## src/speed_standby_pkg.sv

```systemverilog
// constants and types shared by the decoder speed and standby control
// assumes a single 125 MHz system clock drives every file of the block
package speed_standby_pkg;
   // system clock rate in MHz
   localparam int CLK_MHZ = 125;
   // fixed auxiliary clock and the two host clock rates, in MHz
   localparam int AUX_CLK_MHZ = 16;
   localparam int HOST_LO_MHZ = 4;
   localparam int HOST_HI_MHZ = 12;
   // half periods in system cycles, rounded down, never below one
   localparam int AUX_HALF_I = (CLK_MHZ / (2 * AUX_CLK_MHZ) < 1) ? 1 :
      CLK_MHZ / (2 * AUX_CLK_MHZ);
   localparam int HOST_LO_HALF_I = CLK_MHZ / (2 * HOST_LO_MHZ);
   localparam int HOST_HI_HALF_I = CLK_MHZ / (2 * HOST_HI_MHZ);
   localparam logic [7:0] AUX_HALF = AUX_HALF_I[7:0];
   localparam logic [7:0] HOST_LO_HALF = HOST_LO_HALF_I[7:0];
   localparam logic [7:0] HOST_HI_HALF = HOST_HI_HALF_I[7:0];
   // field positions in decoder registers b and e
   localparam int SPEED_BIT = 3;
   localparam int STBY_LSB = 0;
   localparam int LTD_BIT = 0;
   // standby field codes in register b
   localparam logic [1:0] STBY_CODE_STOP = 2'h1;
   localparam logic [1:0] STBY_CODE_PAUSE = 2'h2;
   // overspeed factor values
   localparam logic [2:0] FACTOR_1X = 3'h1;
   localparam logic [2:0] FACTOR_2X = 3'h2;
   localparam logic [2:0] FACTOR_4X = 3'h4;
   // slowest tracked disc speed is nominal divided by this
   localparam int LOCK_SLOW_DIV = 4;
   // number of pins that enter through synchronisers
   localparam int PIN_COUNT = 6;
   // standby states
   typedef enum logic [1:0] {stby_run, stby_stop, stby_pause} standby_t;
endpackage : speed_standby_pkg

```

## src/pin_sync.sv

```systemverilog
// two flip-flop synchroniser for one pin input
// assumes the pin is asynchronous to clk_sys
`timescale 1ns/10ps
module pin_sync
(
   // clock and reset
   input wire logic clk_sys,
   input wire logic sys_rst,
   // reset level and pin
   input wire logic rst_level,
   input wire logic pin,
   // synchronised level
   output logic level
);
   logic meta; // first stage, read only by the second

   // two stages; reset value is loaded by a clocked process
   always_ff @(posedge clk_sys)
   begin
      if (sys_rst)
      begin
         meta <= rst_level;
         level <= rst_level;
      end
      else
      begin
         meta <= pin;
         level <= meta;
      end
   end
endmodule : pin_sync

```

## src/clock_divider.sv

```systemverilog
// square wave generator dividing clk_sys by twice a half period
// assumes half_count is at least one and steady while running
`timescale 1ns/10ps
module clock_divider
(
   // clock and reset
   input wire logic clk_sys,
   input wire logic sys_rst,
   // half period in system cycles
   input wire logic [7:0] half_count,
   // divided clock, from a flip-flop
   output logic clk_out
);
   logic [7:0] count; // cycles spent in the current half
   wire last = (count + 8'h01 >= half_count); // half period ends

   // count and toggle
   always_ff @(posedge clk_sys)
   begin
      if (sys_rst)
      begin
         count <= 8'h00;
         clk_out <= 1'b0;
      end
      else if (last)
      begin
         count <= 8'h00;
         clk_out <= ~clk_out;
      end
      else
         count <= count + 8'h01;
   end
endmodule : clock_divider

```

## src/speed_standby_ctrl.sv

```systemverilog
// decoder speed, lock-to-disc and standby control with pin gating
// assumes register b and e images and core signals come from clk_sys logic
`timescale 1ns/10ps

// What this block does
// - offers single, double and quad overspeed
// - register b/e top bits pick speed
// - lock-to-disc bypasses fifo, audio follows disc
// - disc tracked only between 25 and 100%
// - register e enables lock-to-disc
// - two standby modes, core keeps running
// - stop mode switches audio and motor i/o off
// - hot pause mutes audio, motor/subcode run
// - audio pins tri-state in any standby
// - host interface pins unaffected by standby
// - crystal and clock outputs keep running
// - versatile pins and correction flag unaffected
// - motor outputs hi-z in stop, reset
// - host clock output selectable 4/12 MHz
// - active-low power-on reset pin
module speed_standby_ctrl
#(
   // nominal cycles between disc rotation ticks at full speed
   parameter int NOMINAL_INTERVAL = 1000
)
(
   // clock and reset
   input wire logic clk_sys,
   input wire logic sys_rst,
   // power-on reset pin, active low
   input wire logic reset_n,
   // decoder register images and configuration
   input wire logic [3:0] reg_b,
   input wire logic [3:0] reg_e,
   input wire logic voltage_mode,
   input wire logic host_clk_12m_sel,
   input wire logic motor_pdm_mode,
   // pins from outside
   input wire logic crystal_in,
   input wire logic disc_tick,
   input wire logic versatile_pin_first,
   input wire logic versatile_pin_second,
   input wire logic sda_in,
   // core audio sources, crystal rate and disc rate
   input wire logic sclk_xtal,
   input wire logic wclk_xtal,
   input wire logic sclk_disc,
   input wire logic wclk_disc,
   input wire logic audio_data,
   input wire logic c2_error,
   input wire logic biphase_data,
   // core motor, host and flag sources
   input wire logic [1:0] motor_pwm,
   input wire logic [1:0] motor_pdm,
   input wire logic sda_drive_low,
   input wire logic correction_flag,
   input wire logic [2:0] versatile_drive,
   // mode status
   output logic [2:0] overspeed_factor,
   output logic speed_reserved,
   output logic fifo_bypass,
   output logic lock_in_range,
   output logic core_active,
   output logic subcode_enable,
   output logic device_in_reset,
   // audio pins with active-low enables
   output logic audio_sclk_out,
   output logic audio_wclk_out,
   output logic audio_data_out,
   output logic c2_error_flag_out,
   output logic biphase_mark_out,
   output logic audio_oe_n,
   // motor pins with active-low enable
   output logic motor_drive_out_a,
   output logic motor_drive_out_b,
   output logic motor_oe_n,
   // clock and crystal outputs
   output logic crystal_out,
   output logic fixed_aux_clock_out,
   output logic selectable_host_clock_out,
   // host data line, open drain
   output logic sda_out,
   output logic sda_oe_n,
   // versatile pins, and correction flag open drain
   output logic [1:0] versatile_in_sync,
   output logic [2:0] versatile_out,
   output logic correction_flag_out,
   output logic correction_flag_oe_n
);
   ////////////////////////////////////////////////////////////////////
   // pin synchronisers
   ////////////////////////////////////////////////////////////////////
   wire [speed_standby_pkg::PIN_COUNT-1:0] pins = {sda_in,
      versatile_pin_second, versatile_pin_first, disc_tick,
      crystal_in, reset_n}; // raw pin vector
   wire [speed_standby_pkg::PIN_COUNT-1:0] rst_levels = 6'h21; // idle
   logic [speed_standby_pkg::PIN_COUNT-1:0] synced; // second stages

   // one synchroniser per pin
   genvar gi;
   generate
      for (gi = 0; gi < speed_standby_pkg::PIN_COUNT; gi++)
      begin : g_sync
         pin_sync u_sync
         (
            .clk_sys(clk_sys),
            .sys_rst(sys_rst),
            .rst_level(rst_levels[gi]),
            .pin(pins[gi]),
            .level(synced[gi])
         );
      end
   endgenerate

   ////////////////////////////////////////////////////////////////////
   // reset, speed and mode decode
   ////////////////////////////////////////////////////////////////////
   logic dev_rst; // combined device reset
   wire next_dev_rst = sys_rst | ~synced[0];

   // decode the standby field of register b
   function automatic speed_standby_pkg::standby_t stby_decode
      (input logic [1:0] code);
      if (code == speed_standby_pkg::STBY_CODE_STOP)
         stby_decode = speed_standby_pkg::stby_stop;
      else if (code == speed_standby_pkg::STBY_CODE_PAUSE)
         stby_decode = speed_standby_pkg::stby_pause;
      else
         stby_decode = speed_standby_pkg::stby_run;
   endfunction : stby_decode

   wire b_top = reg_b[speed_standby_pkg::SPEED_BIT]; // double request
   wire e_top = reg_e[speed_standby_pkg::SPEED_BIT]; // quad request
   wire both_top = b_top & e_top;
   // faster rates only in voltage mode, reserved falls back to 1x
   wire [2:0] next_factor = (!voltage_mode || both_top) ?
      speed_standby_pkg::FACTOR_1X :
      b_top ? speed_standby_pkg::FACTOR_2X :
      e_top ? speed_standby_pkg::FACTOR_4X :
      speed_standby_pkg::FACTOR_1X;
   wire ltd = reg_e[speed_standby_pkg::LTD_BIT];
   speed_standby_pkg::standby_t standby; // current standby state
   wire speed_standby_pkg::standby_t next_standby =
      stby_decode(reg_b[speed_standby_pkg::STBY_LSB +: 2]);
   wire stopping = (standby == speed_standby_pkg::stby_stop);
   wire pausing = (standby == speed_standby_pkg::stby_pause);
   wire in_standby = stopping | pausing;

   // mode registers
   always_ff @(posedge clk_sys)
   begin
      dev_rst <= next_dev_rst;
      if (dev_rst)
      begin
         standby <= speed_standby_pkg::stby_run;
         overspeed_factor <= speed_standby_pkg::FACTOR_1X;
         speed_reserved <= 1'b0;
         fifo_bypass <= 1'b0;
      end
      else
      begin
         standby <= next_standby;
         overspeed_factor <= next_factor;
         speed_reserved <= both_top;
         fifo_bypass <= ltd;
      end
   end

   ////////////////////////////////////////////////////////////////////
   // disc speed window for lock-to-disc
   ////////////////////////////////////////////////////////////////////
   localparam logic [15:0] NOM = NOMINAL_INTERVAL[15:0];
   localparam int SLOW_I = NOMINAL_INTERVAL *
      speed_standby_pkg::LOCK_SLOW_DIV;
   localparam logic [15:0] SLOW = SLOW_I[15:0];
   logic tick_d; // previous synced tick level
   logic [15:0] interval; // cycles since the last tick
   wire tick_rise = synced[2] & ~tick_d; // rotation tick edge
   wire too_slow = (interval > SLOW); // below quarter speed
   wire too_fast = tick_rise & (interval < NOM); // above nominal
   // restart at one so the count at the next rise equals the tick spacing
   wire [15:0] next_interval = tick_rise ? 16'h0001 :
      too_slow ? interval : interval + 16'h0001;

   // measure the tick interval and judge the range
   always_ff @(posedge clk_sys)
   begin
      if (dev_rst)
      begin
         tick_d <= 1'b0;
         interval <= 16'h0000;
         lock_in_range <= 1'b0;
      end
      else
      begin
         tick_d <= synced[2];
         interval <= next_interval;
         if (too_slow || too_fast)
            lock_in_range <= 1'b0;
         else if (tick_rise)
            lock_in_range <= 1'b1;
      end
   end

   ////////////////////////////////////////////////////////////////////
   // standby pin gating
   ////////////////////////////////////////////////////////////////////
   wire next_sclk = ltd ? sclk_disc : sclk_xtal;
   wire next_wclk = ltd ? wclk_disc : wclk_xtal;
   wire [1:0] motor_src = motor_pdm_mode ? motor_pdm : motor_pwm;
   wire next_motor_oe_n = dev_rst | stopping;

   // output flip-flops for the gated pins
   always_ff @(posedge clk_sys)
   begin
      audio_sclk_out <= next_sclk;
      audio_wclk_out <= next_wclk;
      audio_data_out <= audio_data;
      c2_error_flag_out <= c2_error;
      biphase_mark_out <= biphase_data;
      motor_drive_out_a <= motor_src[0];
      motor_drive_out_b <= motor_src[1];
      motor_oe_n <= next_motor_oe_n;
      if (dev_rst)
      begin
         audio_oe_n <= 1'b0;
         core_active <= 1'b0;
         subcode_enable <= 1'b0;
      end
      else
      begin
         audio_oe_n <= in_standby;
         core_active <= 1'b1;
         subcode_enable <= ~stopping;
      end
   end

   ////////////////////////////////////////////////////////////////////
   // pins that ignore standby
   ////////////////////////////////////////////////////////////////////
   wire [7:0] host_half = host_clk_12m_sel ?
      speed_standby_pkg::HOST_HI_HALF : speed_standby_pkg::HOST_LO_HALF;

   // fixed auxiliary clock, runs from system reset only
   clock_divider u_aux_div
   (
      .clk_sys(clk_sys),
      .sys_rst(sys_rst),
      .half_count(speed_standby_pkg::AUX_HALF),
      .clk_out(fixed_aux_clock_out)
   );

   // host clock at 4 or 12 MHz
   clock_divider u_host_div
   (
      .clk_sys(clk_sys),
      .sys_rst(sys_rst),
      .half_count(host_half),
      .clk_out(selectable_host_clock_out)
   );

   // pass-through flops, no standby term anywhere
   always_ff @(posedge clk_sys)
   begin
      crystal_out <= ~synced[1];
      sda_out <= 1'b0;
      sda_oe_n <= ~sda_drive_low;
      versatile_in_sync <= synced[4:3];
      versatile_out <= versatile_drive;
      correction_flag_out <= 1'b0;
      correction_flag_oe_n <= correction_flag;
      device_in_reset <= dev_rst;
   end
endmodule : speed_standby_ctrl

```

## config.mk

```make
export PLATFORM = sky130hd
export DESIGN_NAME = speed_standby_ctrl
export DESIGN_NICKNAME = d
export VERILOG_FILES = /design/src/speed_standby_pkg.sv /design/src/pin_sync.sv /design/src/clock_divider.sv /design/src/speed_standby_ctrl.sv
export SDC_FILE = /design/constraint.sdc
export NUM_CORES = 1
export LEC_CHECK = 0
export ABC_AREA = 1
export BUFFER_PORTS_ARGS = -buffer_cell sky130_fd_sc_hd__buf_2
export CORE_UTILIZATION = 57
export CTS_CLUSTER_SIZE = 20
export DETAILED_ROUTE_END_ITERATION = 12
export GPL_TIMING_DRIVEN = 0
export PLACE_DENSITY_LB_ADDON = 0.15
export REMOVE_ABC_BUFFERS = 1
export SYNTH_ARGS = -nofsm -noshare
export SYNTH_HDL_FRONTEND = slang
export SYNTH_SLANG_ARGS = --single-unit
```

## constraint.sdc

```tcl
create_clock -name clk_sys -period 4.5 [get_ports clk_sys]
set_clock_uncertainty 0.1 [all_clocks]
set_input_delay 0.675 -clock clk_sys [delete_from_list [all_inputs] [get_ports clk_sys]]
set_output_delay 0.675 -clock clk_sys [all_outputs]
set_load 0.1 [all_outputs]
```

==> reports/metrics.yaml, run 1 <==
yosys:
  synth_seq_area_share: 0.519
  synth_area_per_cell_um2: 8.06
  yosys.area.top_type_share: 0.519
  syn-cell-area_um2: 2850
  async_flop_share: 0
  synthCells: 354
  yosys.area.top_type: "dfxtp_1"
  synth-seq-cells: 74
  synth_warnings: 0
  synth-edff-count: 0
  ys.flop_type: "dfxtp_1"
  synth_most_common_cell: "dfxtp_1"
  netlist_top_cells_area: "dfxtp_1 52%, nand2_1 8.7%, inv_1 7.6%"
  synth_commonest_cells: "74 x dfxtp_1, 66 x nand2_1, 58 x inv_1, 57 x nor2_1, 22 x nand3_1"
  synth.distinct_cells: 31
clock_network:
  cts_buffer_depth: 2
  cts_resized: 0
  postCtsSetupRepairBufs: 0
  worstSkewPairLatency_ns: 0.34
  clk_pin_slew_ns: 0.08
  tritoncts: "done"
  root_buffer: "clkbuf_8"
  numCtsBuffers: 9
  cts_hold_buf: 0
  cts_sinks: 74
  htreeDepth: 3
worst_setup_path:
  cp_slowest_stage_delay_ns: 0.40
  crit_top_cell: "nor2_1"
  endpoint_kind: "flip-flop"
  path_buf_inv: 3
  path_class: "flip-flop to flip-flop"
  crit_family: "simple AND/OR/NAND/NOR gates"
  crit_chain: "inv_1 -> nor2_1 -> nand2_1 -> inv_1 -> nor2_1 -> ha_1 -> inv_1 -> nor2_1 -> nand2_1 -> nand2_1 -> nor2_1 -> nand3_1 -> nor3_1"
  cp.required_ns: 4.67
  cp_data_arrival_time_ns: 2.09
  r2r_start: "u_host_div.count[0]$_SDFF_PP0_"
  crit_slowest_cell: "dfxtp_1"
  reg2reg_slack_ns: 2.58
  worstSetupStartpointType: "flip-flop"
  worstPathMaxFanout: 5
  reg2reg_depth: 13
  r2r_end: "u_host_div.count[3]$_SDFF_PP0_"
  crit_path_end: "u_host_div.count[3]$_SDFF_PP0_"
  cp_num_cells: 13
  crit_start: "u_host_div.count[0]$_SDFF_PP0_"
flow_run:
  maxCapViolCount: 0
routing:
  drt_pass1_iterations: 4
  wl_um: 5390
  vias: 2375
  drt_iter0_drc: 127
  via_per_inst: 4.75
  routedWlPerCell_um: 10.8
  ant_nets: 0
  drc_errors: 0
grt:
  grt_pass1_wl_um: 9100
  grt_pass1_vias: 2229
  grt_usage: 0.227
  grt_antenna_before_repair: 0
  grt_start_max_net_pins: 17
  grt.overflow.total: 0
place:
  gp_congestion: 0.805
  post-place-ws_ns: 2.56
  port_buffers: 58
  hpwl_um: 3570
  placed_cell_area_um2: 3220
worst_hold_path:
  hold_path.class: "flip-flop to flip-flop"
  hold_path_depth: 0
power_and_ir_drop:
  leakage_nw: 1.63
  peakVddDrop_mv: 0.336
  finalPower_w: 0.00157
  power-per-cell-area_nw_per_um2: 450
sta:
  setup_tns_ns: 0
  slew_viol_final: 0
  rsz0062_at_grt: "no"
  post-route-min-period_ns: 1.92
  hold_violations: 0
  setup_viol: 0
  fin_crit_sh: 0.427
  fmax_mhz: 521
  finalWorstSetupSlack_ns: 2.58
finish:
  final_cell_area_um2: 3490
  area_growth_pct: 22.5
  nets: 470
  final_core_util: 0.735
  drive_gt1_frac: 0.233
  antennaDiodeCount: 0
floorplanning:
  start_util: 0.600
  rows: 25
  boundaryPins: 65
  die_w_um: 72.7
  core_area_um2: 4750
  die_area_um2: 5290
  die_h_um: 72.7
run_status:
  outcome: "finished, final reports clean"
[report_power, final]
part	switching [W]	total, W	internal (W)
registers	0.0000136	0.000696	0.000682
logic	0.000154	0.000189	0.0000351
clock network	0.000247	0.000688	0.000441
total	0.000414	0.00157	0.00116
[state kept, by name, indices dropped and copies added, names as in the netlist, 2 cells and up]
| name | count |
|---|---|
| standby | 2 |
| u_aux_div.count | 8 |
| g_sync.u_sync.meta | 5 |
| versatile_out | 3 |
| versatile_in_sync | 2 |
| overspeed_factor | 3 |
| interval | 16 |
| g_sync.u_sync.level | 5 |
| u_host_div.count | 8 |
[logic make-up (layout without fill, tap and decap cells)]
| logic type | after synthesis | in the layout | synth area share |
|---|---|---|---|
| flops | 74 | 74 | 0.519 |
| mux | 2 | 2 | 0.00789 |
| other cells | 1 | 12 | 0.00131 |
| fa+ha+maj | 7 | 7 | 0.0307 |
| compound gates | 26 | 26 | 0.0614 |
| simple gates | 173 | 173 | 0.270 |
| xor+xnor | 4 | 4 | 0.0123 |
| buf+inv | 67 | 135 | 0.0969 |
[through the flow]
step	hold WS, ns	std cells
after floorplan	0.210	359
after global placement	0.212	484
after detailed placement	0.221	484
after CTS	0.245	500
after global routing	0.250	500
final	0.243	500
[layer usage]
layer,up-vias,part of all wire,track usage
met5,-,0,0
met4,0,0.013,0.113
met3,6,0.063,0.0677
met2,63,0.50,0.399
met1,1077,0.42,0.250
li1,1229,-,-
[cell usage in the layout, fill, tap and decap left out, drive strengths merged, types with 7 or more instances in the layout]
cell type,netlist,routed
a21oi,12,12
buf,4,58
clkbuf,2,10
conb,1,12
dfxtp,74,74
ha,7,7
inv,61,62
nand2,73,73
nand3,24,24
nand4,7,7
nor2,57,57
nor3,8,8
o21ai,11,11
[layout make-up]
class	instances	area, um^2
Tap cell	67	83.8
Multi-Input combinational cell	224	1140
Clock inverter	6	136
Timing Repair Buffer	58	290
Sequential cell	74	1480
Clock buffer	10	138
Inverter	61	229
Fill cell	366	1260
[worst min path at each step]
stage / from / to / slack, ns
after floorplan: g_sync[3].u_sync.level$_SDFF_PP0_ / versatile_in_sync[0]$_DFF_P_ / 0.21
after global placement: g_sync[4].u_sync.level$_SDFF_PP0_ / versatile_in_sync[1]$_DFF_P_ / 0.21
after CTS: g_sync[3].u_sync.level$_SDFF_PP0_ / versatile_in_sync[0]$_DFF_P_ / 0.25
after detailed placement: g_sync[3].u_sync.level$_SDFF_PP0_ / versatile_in_sync[0]$_DFF_P_ / 0.22
after global routing: g_sync[3].u_sync.level$_SDFF_PP0_ / versatile_in_sync[0]$_DFF_P_ / 0.25
final: g_sync[3].u_sync.level$_SDFF_PP0_ / versatile_in_sync[0]$_DFF_P_ / 0.24
No activity file was read; power rests on OpenSTA's default activity.
==> inputs of run 2 (changes only) <==
--- a/config.mk
+++ b/config.mk
@@ -5,9 +5,9 @@
 export SDC_FILE = /design/constraint.sdc
 export NUM_CORES = 1
 export LEC_CHECK = 0
-export ABC_AREA = 1
+export ABC_AREA = 0
 export BUFFER_PORTS_ARGS = -buffer_cell sky130_fd_sc_hd__buf_2
-export CORE_UTILIZATION = 57
+export CORE_UTILIZATION = 51
 export CTS_CLUSTER_SIZE = 20
 export DETAILED_ROUTE_END_ITERATION = 12
 export GPL_TIMING_DRIVEN = 0
==> constraint.sdc (replaced) <==
create_clock -name clk_sys -period 1.9 [get_ports clk_sys]
set_clock_uncertainty 0.1 [all_clocks]
set_input_delay 0.285 -clock clk_sys [delete_from_list [all_inputs] [get_ports clk_sys]]
set_output_delay 0.285 -clock clk_sys [all_outputs]
set_load 0.1 [all_outputs]
==> reports/metrics.yaml, run 2 <==
run_status:
  outcome: "finished with violations"
  violations: "negative setup slack"
yosys:
  ys.flop_type: "dfxtp_1"
  synthCells: 238  # -33%
  synth_area_per_cell_um2: 10.6  # +32%
  synth.distinct_cells: 45  # +45%
  synth-seq-cells: 74  # unchanged
  yosys.area.top_type: "dfxtp_1"
  synth-edff-count: 0  # unchanged
  synth_seq_area_share: 0.585  # +0.0654
  synth_warnings: 0  # unchanged
  netlist_top_cells_area: "dfxtp_1 58%, ha_1 3.5%, nor2b_1 3.0%"
  async_flop_share: 0  # unchanged
  syn-cell-area_um2: 2530  # -11%
  yosys.area.top_type_share: 0.585  # +0.0654
  synth_commonest_cells: "74 x dfxtp_1, 12 x nor2b_1, 11 x inv_1, 11 x nor2_1, 11 x o21ai_0"
  synth_most_common_cell: "dfxtp_1"
sta:
  fin_crit_sh: 1.00  # +0.574
  post-route-min-period_ns: 1.90  # -0.0190 ns
  fmax_mhz: 526  # +1.0%
  hold_violations: 0  # unchanged
  finalWorstSetupSlack_ns: -0.000534  # -2.58 ns
  rsz0062_at_grt: "yes"
  slew_viol_final: 0  # unchanged
  setup_viol: 1  # +1
floorplanning:
  start_util: 0.533  # -0.0671
  die_h_um: 72.5  # -0.36%
  die_area_um2: 5250  # -0.71%
  die_w_um: 72.5  # -0.36%
  boundaryPins: 65  # unchanged
  core_area_um2: 4750  # unchanged
  rows: 25  # unchanged
place:
  gp_congestion: 0.774  # -3.8%
  placed_cell_area_um2: 2910  # -9.8%
  hpwl_um: 2930  # -18%
  port_buffers: 58  # unchanged
worst_hold_path:
  hold_path.class: "input port to flip-flop"
grt:
  grt_antenna_before_repair: 0  # unchanged
  grt_usage: 0.208  # -0.0190
  grt.overflow.total: 0  # unchanged
  grt_pass1_wl_um: 8180  # -10%
  grt_pass1_vias: 1881  # -16%
  grt_start_max_net_pins: 20  # +3
worst_setup_path:
  path_class: "flip-flop to flip-flop"
  cp_data_arrival_time_ns: 2.07  # -0.02 ns
  cp.required_ns: 2.07  # -2.60 ns
  endpoint_kind: "flip-flop"
  worstSetupStartpointType: "flip-flop"
  worstPathMaxFanout: 5  # unchanged
clock_network:
  cts_sinks: 74  # unchanged
  htreeDepth: 3  # unchanged
  root_buffer: "clkbuf_8"
  clk_pin_slew_ns: 0.08  # about the same
  tritoncts: "done"
  numCtsBuffers: 9  # unchanged
  worstSkewPairLatency_ns: 0.34  # about the same
  cts_buffer_depth: 2  # unchanged
finish:
  largest_reg_flops: 16  # unchanged
  drive_gt1_frac: 0.351  # +0.118
  reg_top3: "interval: 16 flops, u_aux_div.count: 8 flops, u_host_div.count: 8 flops"
  mostFrequentLayoutCells: "69 x dfxtp_1, 58 x buf_2, 12 x nor2b_1, 12 x conb_1"
  final_common_cell: "dfxtp_1"
  regMostFlops: "interval"
  final_core_util: 0.723  # -0.0121
  final_cell_area_um2: 3440  # -1.6%
  area_growth_pct: 35.7
  antennaDiodeCount: 0  # unchanged
  nets: 376  # -20%
routing:
  routedWlPerCell_um: 12.5  # +16%
  drc_errors: 0  # unchanged
  drt_pass1_iterations: 5  # +1
  ant_nets: 0  # unchanged
  via_per_inst: 4.99  # +5.0%
  vias: 2025  # -15%
  wl_um: 5090  # -5.5%
  drt_iter0_drc: 87  # -31%
power_and_ir_drop:
  peakVddDrop_mv: 0.671  # +100%
  leakage_nw: 1.46  # -11%
  finalPower_w: 0.00332  # +110%
  power-per-cell-area_nw_per_um2: 965  # +110%
flow_run:
  maxCapViolCount: 0  # unchanged
run 2: per-stage QoR:
step	worst slack (ns)	hold slack (ns)	std cells	TNS (ns)
floorplan	-0.100	0.210	242	-0.435
global placement	-0.501	0.212	367	-5.55
detailed placement	-0.541	0.215	367	-6.33
CTS	-0.0260	0.00649	401	-0.0369
global route	-0.0769	0.0126	406	-0.622
finish	-0.000534	0.0198	406	-0.000534
run 2: kinds of logic (layout without fill, tap and decap cells):
family,after synthesis,after routing,synth area share
xor+xnor,6,6,0.0207
mux,6,6,0.0262
compound gates,34,36,0.0825
fa+ha+maj,7,7,0.0346
other cells,1,12,0.00148
simple gates,92,92,0.217
flops,74,74,0.585
buf+inv,18,106,0.0331
run 2: area by class of cell:
cell class | count | area (um^2)
Multi-Input combinational cell | 159 | 1140
Fill cell | 363 | 1320
Tap cell | 67 | 83.8
Clock inverter | 6 | 65.1
Clock buffer | 10 | 138
Inverter | 11 | 43.8
Timing Repair Buffer | 79 | 473
Sequential cell | 74 | 1500
run 2: path summary, 6_finish.rpt:
path,start,to,slack [ns],cells after the start
max,interval[1]$_SDFFE_PP0P_,interval[8]$_SDFFE_PP0P_,-0.0005,8
min reg2reg,g_sync[3].u_sync.level$_SDFF_PP0_,versatile_in_sync[0]$_DFF_P_,0.23,0
min,reset_n,g_sync[0].u_sync.meta$_SDFF_PP1_,0.02,2
max reg2reg,interval[1]$_SDFFE_PP0P_,interval[8]$_SDFFE_PP0P_,-0.0005,8
run 2: worst max-delay path, cell delays in order (launching register included):
cell     delay (ns)
dfxtp_4        0.36
inv_4          0.06
ha_4           0.12
nand2_2        0.06
o41ai_4        0.31
buf_4          0.21
a21oi_2        0.10
or3_1          0.36
a21oi_1        0.15
run 2: repair_timing:
action | in CTS | in global routing
setup buffers | 6 | 5
hold endpoints to repair | 10 | 0
endpoints found under the setup margin | 17 | 16
hold buffers | 10 | 0
pin swaps | 7 | 9
resized for setup | 20 | 11
cloned | 2 | 0
run 2: power breakdown:
group	internal, W	leakage (nW)	switching, W	total [W]
registers	0.00161	0.615	0.0000333	0.00165
logic	0.000108	0.741	0.000346	0.000454
clock network	0.000644	0.103	0.000572	0.00122
total	0.00236	1.46	0.000951	0.00332
run 2: layer usage:
metal | wire length [um] | share of wire | GRT usage | vias up
li1 | - | - | - | 1021
met3 | 231 | 0.045 | 0.0569 | 16
met1 | 2180 | 0.43 | 0.231 | 931
met5 | 0 | 0 | 0 | -
met2 | 2500 | 0.49 | 0.345 | 57
met4 | 186 | 0.037 | 0.150 | 0
==> inputs of run 3 (changes only) <==
--- a/config.mk
+++ b/config.mk
@@ -7,8 +7,7 @@
 export LEC_CHECK = 0
 export ABC_AREA = 0
 export BUFFER_PORTS_ARGS = -buffer_cell sky130_fd_sc_hd__buf_2
-export CORE_UTILIZATION = 51
-export CTS_CLUSTER_SIZE = 20
+export CORE_UTILIZATION = 55
 export DETAILED_ROUTE_END_ITERATION = 12
 export GPL_TIMING_DRIVEN = 0
 export PLACE_DENSITY_LB_ADDON = 0.15
==> constraint.sdc (replaced) <==
create_clock -name clk_sys -period 2.35 [get_ports clk_sys]
set_clock_uncertainty 0.1 [all_clocks]
set_input_delay 0.3525 -clock clk_sys [delete_from_list [all_inputs] [get_ports clk_sys]]
set_output_delay 0.3525 -clock clk_sys [all_outputs]
set_load 0.1 [all_outputs]
==> reports/metrics.yaml, run 3 (synthesis results as in run 2) <==
power_and_ir_drop:
  seqPwrFrac: 0.465  # -0.031
  leakage_nw: 1.40  # -4.3%
  intPower_w: 0.00209  # -11%
  peakVddDrop_mv: 0.680  # +1.3%
  switching_share: 0.269  # -0.0179
  p_clk_frac: 0.415  # +0.048
  combPwrFrac: 0.120  # -0.017
  p_switching_w: 0.000770  # -19%
  power-per-cell-area_nw_per_um2: 893  # -7.5%
clock_network:
  numCtsBuffers: 9  # unchanged
  tritoncts: "done"
  cts_sinks: 74  # unchanged
  clk_pin_slew_ns: 0.08  # about the same
  root_buffer: "clkbuf_8"
  cts_buffer_depth: 2  # unchanged
  worstSkewPairLatency_ns: 0.34  # about the same
  htreeDepth: 3  # unchanged
grt:
  grt_usage: 0.192  # -0.0164
  grt_start_max_net_pins: 23  # +15%
  grt.overflow.total: 0  # unchanged
  grt_antenna_before_repair: 0  # unchanged
  grt_pass1_wl_um: 7200  # -12%
  grt_pass1_vias: 1722  # -8.5%
sta:
  setup_tns_ns: 0  # +0.000534 ns
  rsz0062_at_grt: "no"
  setup_viol: 0  # -1
  max_slew.worst_pin.slew_ns: 0.808
  slew_viol_final: 0  # unchanged
  post-route-min-period_ns: 2.15  # +0.253 ns
  fmax_mhz: 464  # -12%
  relSlewSlack: 0.461
  hold_violations: 0  # unchanged
  fin_crit_sh: 0.917  # -0.0837
routing:
  drt_iter0_drc: 85  # -2.3%
  drt_pass1_iterations: 4  # -1
  wl_um: 4420  # -13%
  via_per_inst: 5.10  # +2.2%
  drc_errors: 0  # unchanged
  routedWlPerCell_um: 11.8  # -6.0%
  ant_nets: 0  # unchanged
  vias: 1912  # -5.6%
floorplanning:
  die_w_um: 69.9  # -3.6%
  start_util: 0.578  # +0.0450
  rows: 24  # -4.0%
  core_area_um2: 4380  # -7.8%
  die_area_um2: 4880  # -7.1%
  boundaryPins: 65  # unchanged
  die_h_um: 69.9  # -3.6%
run_status:
  outcome: "finished, final reports clean"
worst_setup_path:
  worstPathMaxFanout: 22  # +17
  endpoint_kind: "flip-flop"
  cp_data_arrival_time_ns: 2.32  # +0.25 ns
  path_class: "flip-flop to flip-flop"
  worstSetupStartpointType: "flip-flop"
  cp.required_ns: 2.52  # +0.45 ns
finish:
  final_core_util: 0.732  # +0.00913
  nets: 360  # -4.3%
  reg_top3: "interval: 16 flops, u_aux_div.count: 8 flops, u_host_div.count: 8 flops"
  mostFrequentLayoutCells: "74 x dfxtp_1, 58 x buf_2, 12 x nor2b_1, 12 x conb_1"
  drive_gt1_frac: 0.266  # -0.0848
  largest_reg_flops: 16  # unchanged
  area_growth_pct: 26.7
  final_common_cell: "dfxtp_1"
  regMostFlops: "interval"
  antennaDiodeCount: 0  # unchanged
place:
  gp_congestion: 0.840  # +8.6%
  port_buffers: 58  # unchanged
  hpwl_um: 3020  # +3.3%
worst_hold_path:
  hold_path.class: "input port to flip-flop"
flow_run:
  maxCapViolCount: 0  # unchanged
[run 3: cell types whose count changed in the layout (fill, tap and decap cells not counted), sizes merged]
cell | before | now
clkinv | 3 | 1
inv | 12 | 13
clkbuf | 10 | 9
bufinv | 1 | 3
buf | 69 | 58
a21oi | 10 | 8
dlygate4sd3 | 10 | 7
[run 3: final cells by class]
cell class	count	area [um^2]
clock buffer	9	124
tap	52	65.1
fill	311	1170
sequential	74	1480
multi-input combinational	157	1010
inverter	11	41.3
clock inverter	7	124
timing repair buffer	65	360
[run 3: final timing paths]
| path | from | endpoint | slack [ns] | cells past startpoint |
|---|---|---|---|---|
| hold / removal | sda_drive_low | sda_oe_n$_DFF_P_ | 0.07 | 2 |
| setup / recovery | interval[0]$_SDFFE_PP0P_ | interval[2]$_SDFFE_PP0P_ | 0.20 | 7 |
| hold reg to reg | g_sync[4].u_sync.level$_SDFF_PP0_ | versatile_in_sync[1]$_DFF_P_ | 0.24 | 0 |
| setup reg to reg | interval[0]$_SDFFE_PP0P_ | interval[2]$_SDFFE_PP0P_ | 0.20 | 7 |
[run 3: power by group through the flow]
stage	logic, W	registers [W]	clock network, W
global placement	0.000331	0.00136	0
detailed placement	0.000335	0.00136	0
global route	0.000359	0.00134	0.00126
CTS	0.000345	0.00133	0.00122
floorplan	0.0000670	0.00156	0
finish	0.000344	0.00133	0.00119
[run 3: through the flow]
step           cell area [um^2]  std cells  power (W)  setup slack [ns]  hold WS, ns
2_1_floorplan              2530        242    0.00163             0.350        0.210
3_3_place_gp               2890        352    0.00169           -0.0334        0.211
3_5_place_dp               2890        352    0.00170            -0.128        0.220
4_1_cts                    3210        375    0.00290             0.191       0.0474
5_1_grt                    3210        375    0.00296            0.0915       0.0601
6_report                   3210        375    0.00286             0.196       0.0696
[run 3: repair_timing]
item | in CTS | in global routing
resized for setup | 1 | 0
hold buffers | 7 | 0
hold endpoints to repair | 7 | 0
buffers inserted | 0 | 0
setup endpoints to repair | 12 | 0
[run 3: per-layer routing]
metal,global-route usage,vias to the layer above,part of all wire
met5,0,-,0
met4,0.131,0,0.017
met3,0.0462,7,0.042
met2,0.326,45,0.51
met1,0.211,874,0.43
li1,-,986,-
[run 3: worst max-delay path: stages (launching register included)]
cell	delay, ns
dfxtp_1	0.39
inv_1	0.08
ha_1	0.13
nand2_1	0.05
o41ai_1	0.36
a21oi_2	0.30
or4_1	0.53
a21oi_1	0.14
